[config.mk]
export PLATFORM = sky130hd
export DESIGN_NAME = pinthr_regs
export DESIGN_NICKNAME = d
export VERILOG_FILES = /design/src/logic/pinthr_pkg.sv /design/src/logic/pinthr_regs.sv
export VERILOG_INCLUDE_DIRS = /design/src /design/src/logic
export SDC_FILE = /design/constraint.sdc
export NUM_CORES = 1
export LEC_CHECK = 0
export BUFFER_PORTS_ARGS = -buffer_cell sky130_fd_sc_hd__buf_2
export CORE_UTILIZATION = 40
export DETAILED_ROUTE_END_ITERATION = 7
export PLACE_DENSITY = 0.65
export SLEW_MARGIN = 20
export SYNTH_ARGS = -nofsm -noshare
export SYNTH_HDL_FRONTEND = slang
export SYNTH_SLANG_ARGS = --single-unit
[constraint.sdc]
create_clock -name core_clk -period 4.7 [get_ports core_clk]
set_clock_uncertainty 0.15 [all_clocks]
set_input_delay 1.175 -clock core_clk [delete_from_list [all_inputs] [get_ports core_clk]]
set_output_delay 1.175 -clock core_clk [all_outputs]
set_load 0.1 [all_outputs]
[src/logic/pinthr_params.svh]
// Register indices, field positions, reset values and fixed levels of the pin and threshold bank
`ifndef PINTHR_PARAMS_SVH
`define PINTHR_PARAMS_SVH

// Register indices; byte address on the bus is four times the index
`define PINTHR_IDX_FAULT_STATUS 8'h63
`define PINTHR_IDX_DIRECTION 8'h78
`define PINTHR_IDX_OUT_LEVEL 8'h79
`define PINTHR_IDX_PULLUP 8'h7a
`define PINTHR_IDX_PULLDOWN 8'h7b
`define PINTHR_IDX_IN_LEVEL 8'h7c
`define PINTHR_IDX_FAULT_SETUP 8'h7d
`define PINTHR_IDX_UNLOCK_KEY 8'h82
`define PINTHR_IDX_COMP_UNDER 8'h8c
`define PINTHR_IDX_COMP_OVER 8'h8d
`define PINTHR_IDX_CELL_UNDER 8'h8e
`define PINTHR_IDX_CELL_OVER 8'h90
`define PINTHR_IDX_AUX_ZERO_UNDER 8'h92

// Field positions
`define PINTHR_POLARITY_BIT 6
`define PINTHR_CODE8_MSB 7
`define PINTHR_CODE8_LSB 1
`define PINTHR_SHIFT_BIT 0
`define PINTHR_CODE16_MSB 15
`define PINTHR_CODE16_LSB 2

// Reset values
`define PINTHR_RST_PINS 6'h00
`define PINTHR_RST_POLARITY 1'h0
`define PINTHR_RST_CODE7 7'h00
`define PINTHR_RST_SHIFT 1'h0
`define PINTHR_RST_CODE14 14'h0000

// Comparator threshold levels in millivolts
`define PINTHR_LOW_RANGE_BASE_MV 13'h2bc
`define PINTHR_HIGH_RANGE_BASE_MV 13'h7d0
`define PINTHR_STEP_MV 13'h019

`endif

[src/logic/pinthr_pkg.sv]
// Types shared by the pin and threshold register bank
package pinthr_pkg;
  typedef logic [5:0] pinthr_pins_t;
  typedef logic [6:0] pinthr_code7_t;
  typedef logic [13:0] pinthr_code14_t;
  typedef logic [12:0] pinthr_mv_t;
  typedef logic [15:0] pinthr_sample_t;
endpackage : pinthr_pkg

[src/logic/pinthr_regs.sv]
// Pin control, fault input and voltage threshold register bank on a classic Wishbone slave
`timescale 1ns/1ps

`include "pinthr_params.svh"

module pinthr_regs #(
  parameter int PIN_COUNT = 6,
  parameter logic [31:0] UNLOCK_KEY = 32'h5a5a_0f0f // Arbitrary value, set per product
) (
  input wire logic core_clk,
  input wire logic rst_b,
  // Classic Wishbone slave
  input wire logic wb_cyc_i,
  input wire logic wb_stb_i,
  input wire logic wb_we_i,
  input wire logic [9:0] wb_adr_i,
  input wire logic [3:0] wb_sel_i,
  input wire logic [31:0] wb_dat_i,
  output logic [31:0] wb_dat_o,
  output logic wb_ack_o,
  // Two-way general-purpose pins
  input wire pinthr_pkg::pinthr_pins_t pin_in_bits,
  output pinthr_pkg::pinthr_pins_t pin_out_bits,
  output pinthr_pkg::pinthr_pins_t pin_oe_b,
  output pinthr_pkg::pinthr_pins_t pin_pullup_bits,
  output pinthr_pkg::pinthr_pins_t pin_pulldown_bits,
  // Programming unlock level
  output logic nvm_unlocked,
  // Protector comparator trip levels in millivolts
  output pinthr_pkg::pinthr_mv_t comp_under_level_mv,
  output pinthr_pkg::pinthr_mv_t comp_over_level_mv,
  // Conversion results from the converter, same clock
  input wire logic conv_valid,
  input wire logic conv_is_aux_zero,
  input wire pinthr_pkg::pinthr_sample_t conv_result,
  // One-cycle threshold crossing pulses
  output logic cell_under_fault,
  output logic cell_over_fault,
  output logic aux_zero_under_fault
);
  import pinthr_pkg::*;

  // The pin logic is written for exactly six pins
  if (PIN_COUNT != 6) begin : g_bad_pins
    $error("pinthr_regs serves exactly six pins");
  end

  // Header field positions must match the code widths that the types carry
  if (`PINTHR_CODE8_MSB - `PINTHR_CODE8_LSB != 6 || `PINTHR_CODE16_MSB - `PINTHR_CODE16_LSB != 13) begin : g_bad_fields
    $error("pinthr_regs field positions do not match the code widths");
  end

  // Byte-lane merge of a 16-bit register value with write data
  function automatic logic [15:0] merge16(input logic [15:0] old, input logic [31:0] data, input logic [3:0] sel);
    logic [15:0] res;
    res = old;
    if (sel[0]) begin
      res[7:0] = data[7:0];
    end
    if (sel[1]) begin
      res[15:8] = data[15:8];
    end
    return res;
  endfunction : merge16

  // Comparator trip level: base of the chosen range plus one step per code
  function automatic pinthr_mv_t level_mv(input pinthr_code7_t code, input logic high_range);
    pinthr_mv_t base;
    base = high_range ? `PINTHR_HIGH_RANGE_BASE_MV : `PINTHR_LOW_RANGE_BASE_MV;
    return base + ({6'h00, code} * `PINTHR_STEP_MV);
  endfunction : level_mv

  // Register state
  pinthr_pins_t dir_q, dir_d;
  pinthr_pins_t out_q, out_d;
  pinthr_pins_t pu_q, pu_d;
  pinthr_pins_t pd_q, pd_d;
  pinthr_pins_t oe_b_q, oe_b_d;
  pinthr_pins_t flt_sel_q, flt_sel_d;
  logic flt_pol_q, flt_pol_d;
  pinthr_pins_t flt_stat_q, flt_stat_d;
  logic unlock_q, unlock_d;
  pinthr_code7_t cmp_uv_code_q, cmp_uv_code_d;
  logic uv_shift_q, uv_shift_d;
  pinthr_code7_t cmp_ov_code_q, cmp_ov_code_d;
  logic ov_shift_q, ov_shift_d;
  pinthr_mv_t uv_mv_q, uv_mv_d;
  pinthr_mv_t ov_mv_q, ov_mv_d;
  pinthr_code14_t cell_under_register_q, cell_under_register_d;
  pinthr_code14_t cell_over_register_q, cell_over_register_d;
  pinthr_code14_t aux_zero_under_register_q, aux_zero_under_register_d;
  logic cell_under_register_hit_q, cell_under_register_hit_d;
  logic cell_over_register_hit_q, cell_over_register_hit_d;
  logic aux_zero_under_register_hit_q, aux_zero_under_register_hit_d;

  // Bus state
  logic ack_q, ack_d;
  logic [31:0] rdat_q, rdat_d;

  // Pin input synchroniser; the first stage feeds only the second
  pinthr_pins_t pin_meta_q, pin_meta_d;
  pinthr_pins_t pin_sync_q, pin_sync_d;

  // Decode helpers
  logic [7:0] idx;
  logic wr_go;
  logic [15:0] cur16;
  logic [15:0] new16;
  pinthr_pins_t flt_seen;

  // Low address bits are ignored: every register sits on a word boundary
  assign idx = wb_adr_i[9:2];
  // Write takes effect at the edge where the master samples ack high
  // A request dropped before ack therefore never half-applies a write
  assign wr_go = wb_cyc_i & wb_stb_i & wb_we_i & ack_q;

  // Two flip-flops before any logic reads the pins; pads may change at any time
  always_comb begin
    pin_meta_d = pin_in_bits;
    pin_sync_d = pin_meta_q;
  end

  always_ff @(posedge core_clk or negedge rst_b) begin
    if (!rst_b) begin
      pin_meta_q <= `PINTHR_RST_PINS;
      pin_sync_q <= `PINTHR_RST_PINS;
    end else begin
      pin_meta_q <= pin_meta_d;
      pin_sync_q <= pin_sync_d;
    end
  end

  // Fault level per pin, only on pins chosen as fault inputs; the pin's own drive still counts
  always_comb begin
    flt_seen = flt_sel_q & (flt_pol_q ? pin_sync_q : ~pin_sync_q);
  end

  // Bus answer: ack one cycle after the request, dropped the cycle after
  // Registered read data costs a cycle but keeps wb_dat_o straight from a flip-flop
  always_comb begin
    ack_d = wb_cyc_i & wb_stb_i & ~ack_q;
    rdat_d = 32'h0000_0000; // Unmapped and reserved read as zero
    case (idx)
      `PINTHR_IDX_FAULT_STATUS: rdat_d[5:0] = flt_stat_q;
      `PINTHR_IDX_DIRECTION: rdat_d[5:0] = dir_q;
      `PINTHR_IDX_OUT_LEVEL: rdat_d[5:0] = out_q;
      `PINTHR_IDX_PULLUP: rdat_d[5:0] = pu_q;
      `PINTHR_IDX_PULLDOWN: rdat_d[5:0] = pd_q;
      `PINTHR_IDX_IN_LEVEL: rdat_d[5:0] = pin_sync_q;
      `PINTHR_IDX_FAULT_SETUP: rdat_d[6:0] = {flt_pol_q, flt_sel_q};
      `PINTHR_IDX_UNLOCK_KEY: rdat_d = 32'h0000_0000;
      `PINTHR_IDX_COMP_UNDER: rdat_d[7:0] = {cmp_uv_code_q, uv_shift_q};
      `PINTHR_IDX_COMP_OVER: rdat_d[7:0] = {cmp_ov_code_q, ov_shift_q};
      `PINTHR_IDX_CELL_UNDER: rdat_d[15:0] = {cell_under_register_q, 2'h0};
      `PINTHR_IDX_CELL_OVER: rdat_d[15:0] = {cell_over_register_q, 2'h0};
      `PINTHR_IDX_AUX_ZERO_UNDER: rdat_d[15:0] = {aux_zero_under_register_q, 2'h0};
      default: rdat_d = 32'h0000_0000;
    endcase
    if (!ack_d) begin
      rdat_d = 32'h0000_0000;
    end
  end

  always_ff @(posedge core_clk or negedge rst_b) begin
    if (!rst_b) begin
      ack_q <= 1'h0;
      rdat_q <= 32'h0000_0000;
    end else begin
      ack_q <= ack_d;
      rdat_q <= rdat_d;
    end
  end

  // Register writes; reserved bits are dropped on write
  always_comb begin
    dir_d = dir_q;
    out_d = out_q;
    pu_d = pu_q;
    pd_d = pd_q;
    flt_sel_d = flt_sel_q;
    flt_pol_d = flt_pol_q;
    unlock_d = unlock_q;
    cmp_uv_code_d = cmp_uv_code_q;
    uv_shift_d = uv_shift_q;
    cmp_ov_code_d = cmp_ov_code_q;
    ov_shift_d = ov_shift_q;
    cell_under_register_d = cell_under_register_q;
    cell_over_register_d = cell_over_register_q;
    aux_zero_under_register_d = aux_zero_under_register_q;
    cur16 = 16'h0000;
    new16 = 16'h0000;
    // Set wins over a clear arriving in the same cycle
    // Status is fed by a level, so clearing a lasting fault sees it set again
    flt_stat_d = flt_stat_q;
    if (wr_go && idx == `PINTHR_IDX_FAULT_STATUS && wb_sel_i[0]) begin
      flt_stat_d = flt_stat_q & ~wb_dat_i[5:0];
    end
    flt_stat_d = flt_stat_d | flt_seen;
    if (wr_go) begin
      case (idx)
        `PINTHR_IDX_DIRECTION: begin
          if (wb_sel_i[0]) begin
            dir_d = wb_dat_i[5:0];
          end
        end
        `PINTHR_IDX_OUT_LEVEL: begin
          if (wb_sel_i[0]) begin
            out_d = wb_dat_i[5:0];
          end
        end
        `PINTHR_IDX_PULLUP: begin
          if (wb_sel_i[0]) begin
            pu_d = wb_dat_i[5:0];
          end
        end
        `PINTHR_IDX_PULLDOWN: begin
          if (wb_sel_i[0]) begin
            pd_d = wb_dat_i[5:0];
          end
        end
        `PINTHR_IDX_FAULT_SETUP: begin
          if (wb_sel_i[0]) begin
            flt_sel_d = wb_dat_i[5:0];
            flt_pol_d = wb_dat_i[`PINTHR_POLARITY_BIT];
          end
        end
        `PINTHR_IDX_UNLOCK_KEY: begin
          // A partial or wrong key relocks, so the key cannot be built up piecewise
          unlock_d = (wb_sel_i == 4'hf) && (wb_dat_i == UNLOCK_KEY);
        end
        `PINTHR_IDX_COMP_UNDER: begin
          if (wb_sel_i[0]) begin
            cmp_uv_code_d = wb_dat_i[`PINTHR_CODE8_MSB:`PINTHR_CODE8_LSB];
            uv_shift_d = wb_dat_i[`PINTHR_SHIFT_BIT];
          end
        end
        `PINTHR_IDX_COMP_OVER: begin
          if (wb_sel_i[0]) begin
            cmp_ov_code_d = wb_dat_i[`PINTHR_CODE8_MSB:`PINTHR_CODE8_LSB];
            ov_shift_d = wb_dat_i[`PINTHR_SHIFT_BIT];
          end
        end
        `PINTHR_IDX_CELL_UNDER: begin
          cur16 = {cell_under_register_q, 2'h0};
          new16 = merge16(cur16, wb_dat_i, wb_sel_i);
          cell_under_register_d = new16[`PINTHR_CODE16_MSB:`PINTHR_CODE16_LSB];
        end
        `PINTHR_IDX_CELL_OVER: begin
          cur16 = {cell_over_register_q, 2'h0};
          new16 = merge16(cur16, wb_dat_i, wb_sel_i);
          cell_over_register_d = new16[`PINTHR_CODE16_MSB:`PINTHR_CODE16_LSB];
        end
        `PINTHR_IDX_AUX_ZERO_UNDER: begin
          cur16 = {aux_zero_under_register_q, 2'h0};
          new16 = merge16(cur16, wb_dat_i, wb_sel_i);
          aux_zero_under_register_d = new16[`PINTHR_CODE16_MSB:`PINTHR_CODE16_LSB];
        end
        default: begin
          unlock_d = unlock_q;
        end
      endcase
    end
  end

  // Pin drive follows direction; fault selection never blocks the drive
  always_comb begin
    oe_b_d = ~dir_d;
  end

  // Trip levels recomputed from the next codes so they track writes without lag
  // Over range is inverted against under range, hence the flipped shift bit
  always_comb begin
    uv_mv_d = level_mv(cmp_uv_code_d, uv_shift_d);
    ov_mv_d = level_mv(cmp_ov_code_d, ~ov_shift_d);
  end

  // Threshold checks; the 14-bit code sits on the top of the 16-bit result
  // Strict compares: a result equal to its threshold raises no fault
  always_comb begin
    cell_under_register_hit_d = conv_valid & ~conv_is_aux_zero & (conv_result < {cell_under_register_q, 2'h0});
    cell_over_register_hit_d = conv_valid & ~conv_is_aux_zero & (conv_result > {cell_over_register_q, 2'h0});
    aux_zero_under_register_hit_d = conv_valid & conv_is_aux_zero & (conv_result < {aux_zero_under_register_q, 2'h0});
  end

  always_ff @(posedge core_clk or negedge rst_b) begin
    if (!rst_b) begin
      dir_q <= `PINTHR_RST_PINS;
      out_q <= `PINTHR_RST_PINS;
      pu_q <= `PINTHR_RST_PINS;
      pd_q <= `PINTHR_RST_PINS;
      oe_b_q <= ~`PINTHR_RST_PINS;
      flt_sel_q <= `PINTHR_RST_PINS;
      flt_pol_q <= `PINTHR_RST_POLARITY;
      flt_stat_q <= `PINTHR_RST_PINS;
      unlock_q <= 1'h0;
      cmp_uv_code_q <= `PINTHR_RST_CODE7;
      uv_shift_q <= `PINTHR_RST_SHIFT;
      cmp_ov_code_q <= `PINTHR_RST_CODE7;
      ov_shift_q <= `PINTHR_RST_SHIFT;
      uv_mv_q <= `PINTHR_LOW_RANGE_BASE_MV;
      ov_mv_q <= `PINTHR_HIGH_RANGE_BASE_MV;
      cell_under_register_q <= `PINTHR_RST_CODE14;
      cell_over_register_q <= `PINTHR_RST_CODE14;
      aux_zero_under_register_q <= `PINTHR_RST_CODE14;
      cell_under_register_hit_q <= 1'h0;
      cell_over_register_hit_q <= 1'h0;
      aux_zero_under_register_hit_q <= 1'h0;
    end else begin
      dir_q <= dir_d;
      out_q <= out_d;
      pu_q <= pu_d;
      pd_q <= pd_d;
      oe_b_q <= oe_b_d;
      flt_sel_q <= flt_sel_d;
      flt_pol_q <= flt_pol_d;
      flt_stat_q <= flt_stat_d;
      unlock_q <= unlock_d;
      cmp_uv_code_q <= cmp_uv_code_d;
      uv_shift_q <= uv_shift_d;
      cmp_ov_code_q <= cmp_ov_code_d;
      ov_shift_q <= ov_shift_d;
      uv_mv_q <= uv_mv_d;
      ov_mv_q <= ov_mv_d;
      cell_under_register_q <= cell_under_register_d;
      cell_over_register_q <= cell_over_register_d;
      aux_zero_under_register_q <= aux_zero_under_register_d;
      cell_under_register_hit_q <= cell_under_register_hit_d;
      cell_over_register_hit_q <= cell_over_register_hit_d;
      aux_zero_under_register_hit_q <= aux_zero_under_register_hit_d;
    end
  end

  // Outputs straight from flip-flops; both pulls on one pin is software's care
  // Pull enables pass through unmasked; blocking a clash here would hide a software fault
  assign wb_ack_o = ack_q;
  assign wb_dat_o = rdat_q;
  assign pin_out_bits = out_q;
  assign pin_oe_b = oe_b_q;
  assign pin_pullup_bits = pu_q;
  assign pin_pulldown_bits = pd_q;
  assign nvm_unlocked = unlock_q;
  assign comp_under_level_mv = uv_mv_q;
  assign comp_over_level_mv = ov_mv_q;
  assign cell_under_fault = cell_under_register_hit_q;
  assign cell_over_fault = cell_over_register_hit_q;
  assign aux_zero_under_fault = aux_zero_under_register_hit_q;

endmodule : pinthr_regs

# Word level (Yosys, flattened, before mapping)
# Index checks and enable logic that the tools add are counted.
# Widths: inputs -> output; s select.
op_classes:
  n_reduce_logical: 14
  add_sub_neg: 2
  bitwise: 17
  magnitude_cmp: 3
  n_mux: 24
  n_mul: 2
  n_eq_ne: 15
op_table:
  columns: ["operator", "count"]
  rows:
  - ["$pmux 6 s12", 1]
  - ["$eq 8x7->1 const B", 7]
  - ["$eq 8x8->1 const B", 6]
  - ["$mux 7", 6]
  - ["$eq 32x31->1 const B", 1]
  - ["$lt 16x16->1", 2]
  - ["$mux 6", 5]
  - ["$reduce_and 3->1", 10]
  - ["$add 11x12->13", 2]
  - ["$mul 7x5->12 const B", 2]
  - ["$pmux 8 s3", 1]
  - ["$mux 11", 2]
  - ["$not 6->6", 3]
  - ["$gt 16x16->1", 1]
  - ["$mux 16", 1]
  - ["$and 6x6->6", 2]
  - ["$and 1x1->1", 9]
  - ["$mux 1", 6]
  - ["$or 6x6->6", 1]
  - ["$pmux 1 s6", 1]
  - ["$pmux 1 s5", 1]
  - ["$eq 4x4->1 const B", 1]
  - ["$logic_and 1x1->1", 3]
  - ["$not 1->1", 2]
  - ["$reduce_and 2->1", 1]
word_totals:
  elab_cells: 105
  out_inout_bits: 87
  reg_bits: 176

# Logic depth before layout (Yosys ltp)
logic_depth:
  ltp_word: 7
  ltp_mapped: 20
  mapped_depth_nobuf: 17

# Worst setup path before layout
# No wires, ideal clock.
synth_timing:
  path_kind: "in2reg"
  from: "input wb_adr_i[7]"
  to: "register uv_mv_q[10], in the netlist comp_under_level_mv[10]"
  setup_ns: 0.084
  path_stages: 16
  arrival_time_ns: 5.412
  t_required_ns: 4.466
  path_slack_ns: -0.946
  n_path_buf: 2
  path_cell_list: "or3b_1 buf_2 or3_1 buf_6 nor3_4 mux2i_1 inv_1 ha_1 fa_1 fa_1 ha_1 a21o_1 a21oi_1 nor2b_1 o31ai_1 a21boi_0"
synth_between:
  elab_chain_len: 5
synth_rtl:
  columns: ["item", "line_no", "source"]
  rows:
  - ["start: declaration", "pinthr_regs.sv:16", "input wire logic [9:0] wb_adr_i,"]
  - ["$eq 8x8->1", "pinthr_regs.sv:200", "case (idx)"]
  - ["$mux 1", "pinthr_regs.sv:200", null]
  - ["$mux 1", "pinthr_regs.sv:199", "if (wr_go) begin"]
  - ["net uv_shift_d", "pinthr_regs.sv:84", "logic uv_shift_q, uv_shift_d;"]
  - ["$mux 11 (no source line)", null, null]
  - ["$add 11x12->13", "pinthr_regs.sv:70", "return base + ({6'h00, code} * `PINTHR_STEP_MV);"]
  - ["net uv_mv_d[10]", "pinthr_regs.sv:87", "pinthr_mv_t uv_mv_q, uv_mv_d;"]
  - ["end signal: assignment", "pinthr_regs.sv:300", "uv_mv_q <= `PINTHR_LOW_RANGE_BASE_MV;"]
  - ["end signal: assignment", "pinthr_regs.sv:322", "uv_mv_q <= uv_mv_d;"]
  - ["end: declaration", "pinthr_regs.sv:87", null]
# The timed path passes the listed nets, and every way through them passes these cells.
# A chain may end at the register's enable or synchronous reset.

# Final worst setup path
layout_timing:
  from: "input wb_adr_i[8]"
  to: "register uv_mv_q[10], in the netlist comp_under_level_mv[10]"
layout_between:
  elab_chain_len: 5
layout_rtl:
  columns: ["item", "line_no", "source"]
  rows:
  - ["$eq 8x8->1", "pinthr_regs.sv:200", null]
  - ["$mux 7", "pinthr_regs.sv:200", null]
  - ["$mux 7", "pinthr_regs.sv:199", null]
  - ["net cmp_uv_code_d[6]", "pinthr_regs.sv:83", "pinthr_code7_t cmp_uv_code_q, cmp_uv_code_d;"]
  - ["$mul 7x5->12 (no source line)", null, null]
  - ["$add 11x12->13", "pinthr_regs.sv:70", null]
  - ["net uv_mv_d[10]", "pinthr_regs.sv:87", null]
# The timed path passes the listed nets, and every way through them passes these cells.

==> out/qor.csv <==
stage,metric,value,unit
final_layout,area grow syn2layout,27.2,%
sta,achievable frequency,0.204,GHz
power_and_ir_drop,Tot Pwr,0.00307,W
synthesis,async set-reset flop share out of synthesis,100,%
sta,Sum Neg Setup Slack,-887,ps
clocking,Longest Clk Path Bufs,2,
critical_path,CP endpoint kind,register,
global_routing,GRT overflow,0,
critical_path,startpoint types,input pin,
synthesis,Synth cell types,60,
synthesis,Post-synth top flop,dfrtp_1,
placement,port bufs,143,
power_and_ir_drop,Seq pwr share,44.4,%
floorplanning,Vert. Die Dim,153,um
power_and_ir_drop,combinational share of power,9.5,%
sta,final worst slack,-194,ps
clocking,CTS tree,yes,
power_and_ir_drop,sw frac,28.2,%
synthesis,Synth Cell Area,0.00912,sq mm
final_layout,Nets,1237,
floorplanning,core area,0.0221,sq mm
synthesis,register area share after synthesis,43.1,%
global_routing,largest net degree at the start of global routing,80,
flow_run,max cap viols,0,
critical_path,Worst Setup EP,comp_under_level_mv[10],
synthesis,Syn Area/Cell,10.7,sq um
route,Vias per Instance,5.27,
final_layout,n_diodes,0,
clocking,Root Buffer,clkbuf_16,
final_layout,# fillers,1910,
global_routing,first-pass GRT wire length,39.1,mm
global_routing,vias in the first global route,7343,
placement,Final Wtd Congestion,0.908,
critical_path,"Req. time, crit path",4910,ps
sta,max-slew violations,0,
route,Wirelength per Cell,17.9,um
floorplanning,die area,0.0234,sq mm
sta,relative slew slack,42.7,%
clocking,H-tree depth,4,
synthesis,Syn Inst Count,850,
sta,Final Cycle Share,104,%
sta,endpoints failing hold,0,
clocking,cts bufs inserted,17,
placement,HPWL after DPL,18.2,mm
global_routing,GRT Overall Usage,21.6,%
route,DRC violations left,0,
synthesis,Synth Register Bits,156,
critical_path,reg-to-reg endpoint,comp_under_level_mv[10],
run_status,status,"complete, but fails checks",
sta,actual slew at the worst max-slew pin,853,ps
sta,unrepaired setup endpoints after global routing,yes,
clocking,clock sink total,156,
final_layout,layout cells sized above 1,37.8,%
sta,"Setup violations, final",8,
power_and_ir_drop,Int Pwr,0.00220,W
power_and_ir_drop,Clk pwr share,46.1,%
route,routed vias,7121,
power_and_ir_drop,VDD IR max,0.224,mV
critical_path,Crit Path Category,in -> reg,
critical_path,reg2reg setup slack,440,ps
critical_path,crit path max fanout,7,
critical_path,Reg2Reg Depth,16,
critical_path,worst path arrival time,5100,ps
route,Initial DRT Pass Iterations,5,
sta,fin crit period,4890,ps
global_routing,initial antenna violation count,0,
clocking,Worst-Skew Late Latency,440,ps
floorplanning,Top Ports,162,
power_and_ir_drop,P_sw,0.000865,W
clocking,"CTS clk-pin slew, worst paths",70,ps
route,Routed WL,24.2,mm
floorplanning,Initial Util,41.3,%
min_path,HP Class,reg -> reg,
synthesis,number of synthesized flops with an enable pin,0,
power_and_ir_drop,Leak Pwr,5.78,nW
run_status,failing checks,setup timing,
route,1st-iter DRT viols,494,
synthesis,Yosys warning count,0,
critical_path,Critical path origin,wb_adr_i[8],
critical_path,reg2reg start,wb_ack_o,
min_path,Hold Path Origin,pin_meta_q[3],
power_and_ir_drop,pwr dens,264,mW/mm^2
route,DRT antenna net count,0,
sta,smallest hold slack,201,ps
floorplanning,# rows,54,
floorplanning,Die Wd,153,um
[logic make-up (layout without fill, tap and decap cells)]
| kind of cell | count (synthesis) | count (layout) | share of synthesized area [%] |
|---|---|---|---|
| buffers and inverters | 133 | 338 | 6.62 |
| DFF | 156 | 156 | 43.1 |
| muxes | 90 | 90 | 10.8 |
| and+or+nand+nor | 181 | 181 | 10.3 |
| adders and majority gates | 105 | 105 | 15.5 |
| AOI/OAI and AO/OA | 155 | 155 | 10.9 |
| xor gates and xnor gates | 29 | 29 | 2.79 |
| other | 1 | 16 | 0.0411 |
[synthesized netlist by cell type, types with 22 or more instances]
cell type  number  area share [%]
a21oi_1        38             2.1
dfrtp_1       138              38
nor2_1         40             1.6
buf_4          22             1.8
o21ai_0        36             2.0
inv_1          77             3.2
mux2i_1        25             2.7
clkbuf_1       25             1.0
mux2_2         64             7.9
nand3_1        28             1.5
nand2_1        48             2.0
ha_1           92              13
[power by group through the flow]
stage	combinational (W)	sequential [W]	clock, W
2_1_floorplan	0.000145	0.00141	0
3_3_place_gp	0.000282	0.00139	0
3_5_place_dp	0.000285	0.00139	0
4_1_cts	0.000289	0.00136	0.00144
5_1_grt	0.000315	0.00136	0.00150
6_report	0.000291	0.00136	0.00141
[what timing repair did]
action	CTS	global route
buffers inserted	5	6
hold endpoints to repair	0	0
resized for setup	35	24
hold buffers	0	0
pin swaps	16	9
setup endpoints to repair	10	10
gates cloned	0	0
[area by class of cell]
cell class / instances / area [sq um] / area share [%]
Timing Repair Buffer: 229 / 1420 / 12.2
Clock buffer: 18 / 429 / 3.70
Inverter: 77 / 292 / 2.51
Sequential cell: 156 / 3930 / 33.9
Tap cell: 280 / 350 / 3.02
Clock inverter: 14 / 170 / 1.47
Multi-Input combinational cell: 576 / 5010 / 43.2
[state kept, by name (all words and copies together) (netlist names), 5 cells and up]
| name | count |
|---|---|
| aux_zero_under_register_q | 14 |
| cell_over_register_q | 14 |
| cell_under_register_q | 14 |
| cmp_ov_code_q | 5 |
| cmp_uv_code_q | 5 |
| comp_over_level_mv | 13 |
| comp_under_level_mv | 13 |
| dir_q | 6 |
| flt_sel_q | 6 |
| flt_stat_q | 6 |
| pin_meta_q | 6 |
| pin_oe_b | 6 |
| pin_out_bits | 6 |
| pin_pulldown_bits | 6 |
| pin_pullup_bits | 6 |
| pin_sync_q | 6 |
| wb_dat_o | 16 |
[placed cells by master (no fill, tap or decap), types with 4 or more instances in the layout]
cell / instances
a21o_1: 13
a21oi_1: 34
a21oi_2: 4
a22o_1: 7
a22oi_1: 18
a31oi_1: 4
and3_1: 6
and4_1: 5
buf_2: 141
buf_4: 79
buf_6: 7
clkbuf_16: 17
conb_1: 16
dfrtp_1: 138
dfstp_2: 18
fa_1: 11
ha_1: 76
ha_2: 4
ha_4: 12
inv_1: 71
inv_2: 5
inv_6: 4
inv_8: 6
mux2_2: 62
mux2i_1: 17
mux2i_4: 7
nand2_1: 48
nand3_1: 28
nand4_1: 7
nor2_1: 36
nor2b_1: 7
nor3_1: 7
nor3b_1: 5
o21a_1: 4
o21ai_0: 35
o22ai_1: 9
o31a_1: 5
xnor2_1: 14
xor2_1: 12
[critical path: stages]
cell,delay (ps)
buf_6,90
or3b_4,410
or3_4,380
nor3_4,180
buf_12,170
mux2i_4,240
inv_2,80
ha_4,240
fa_1,500
fa_1,620
ha_4,220
a21o_1,160
a21oi_2,160
nor2b_2,70
o31ai_2,210
a21boi_2,190
[per-stage QoR]
stage                     utilization (%)  std cells  area (sq um)  worst slack, ps
final                                52.5       1350         11600             -194
after detailed placement             48.0       1309         10600             -849
after floorplan                         -        865          9260             -739
after global routing                 52.5       1350         11600             -284
after CTS                            51.7       1345         11400             -172
after global placement               48.0       1309         10600             -782
[routing by layer]
metal	part of all wire, %	GRT usage [%]
met5	0	0
met1	46	29.5
met4	2.2	7.55
met3	6.2	4.59
met2	46	33.9
[worst min-delay path by stage]
| stage | cells after the start | end |
|---|---|---|
| 2_1_floorplan | 0 | pin_sync_q[0] |
| 3_3_place_gp | 0 | pin_sync_q[2] |
| 3_5_place_dp | 0 | pin_sync_q[3] |
| 4_1_cts | 0 | pin_sync_q[3] |
| 5_1_grt | 0 | pin_sync_q[3] |
| 6_report | 0 | pin_sync_q[3] |
Power figures use the tool's default switching activity.
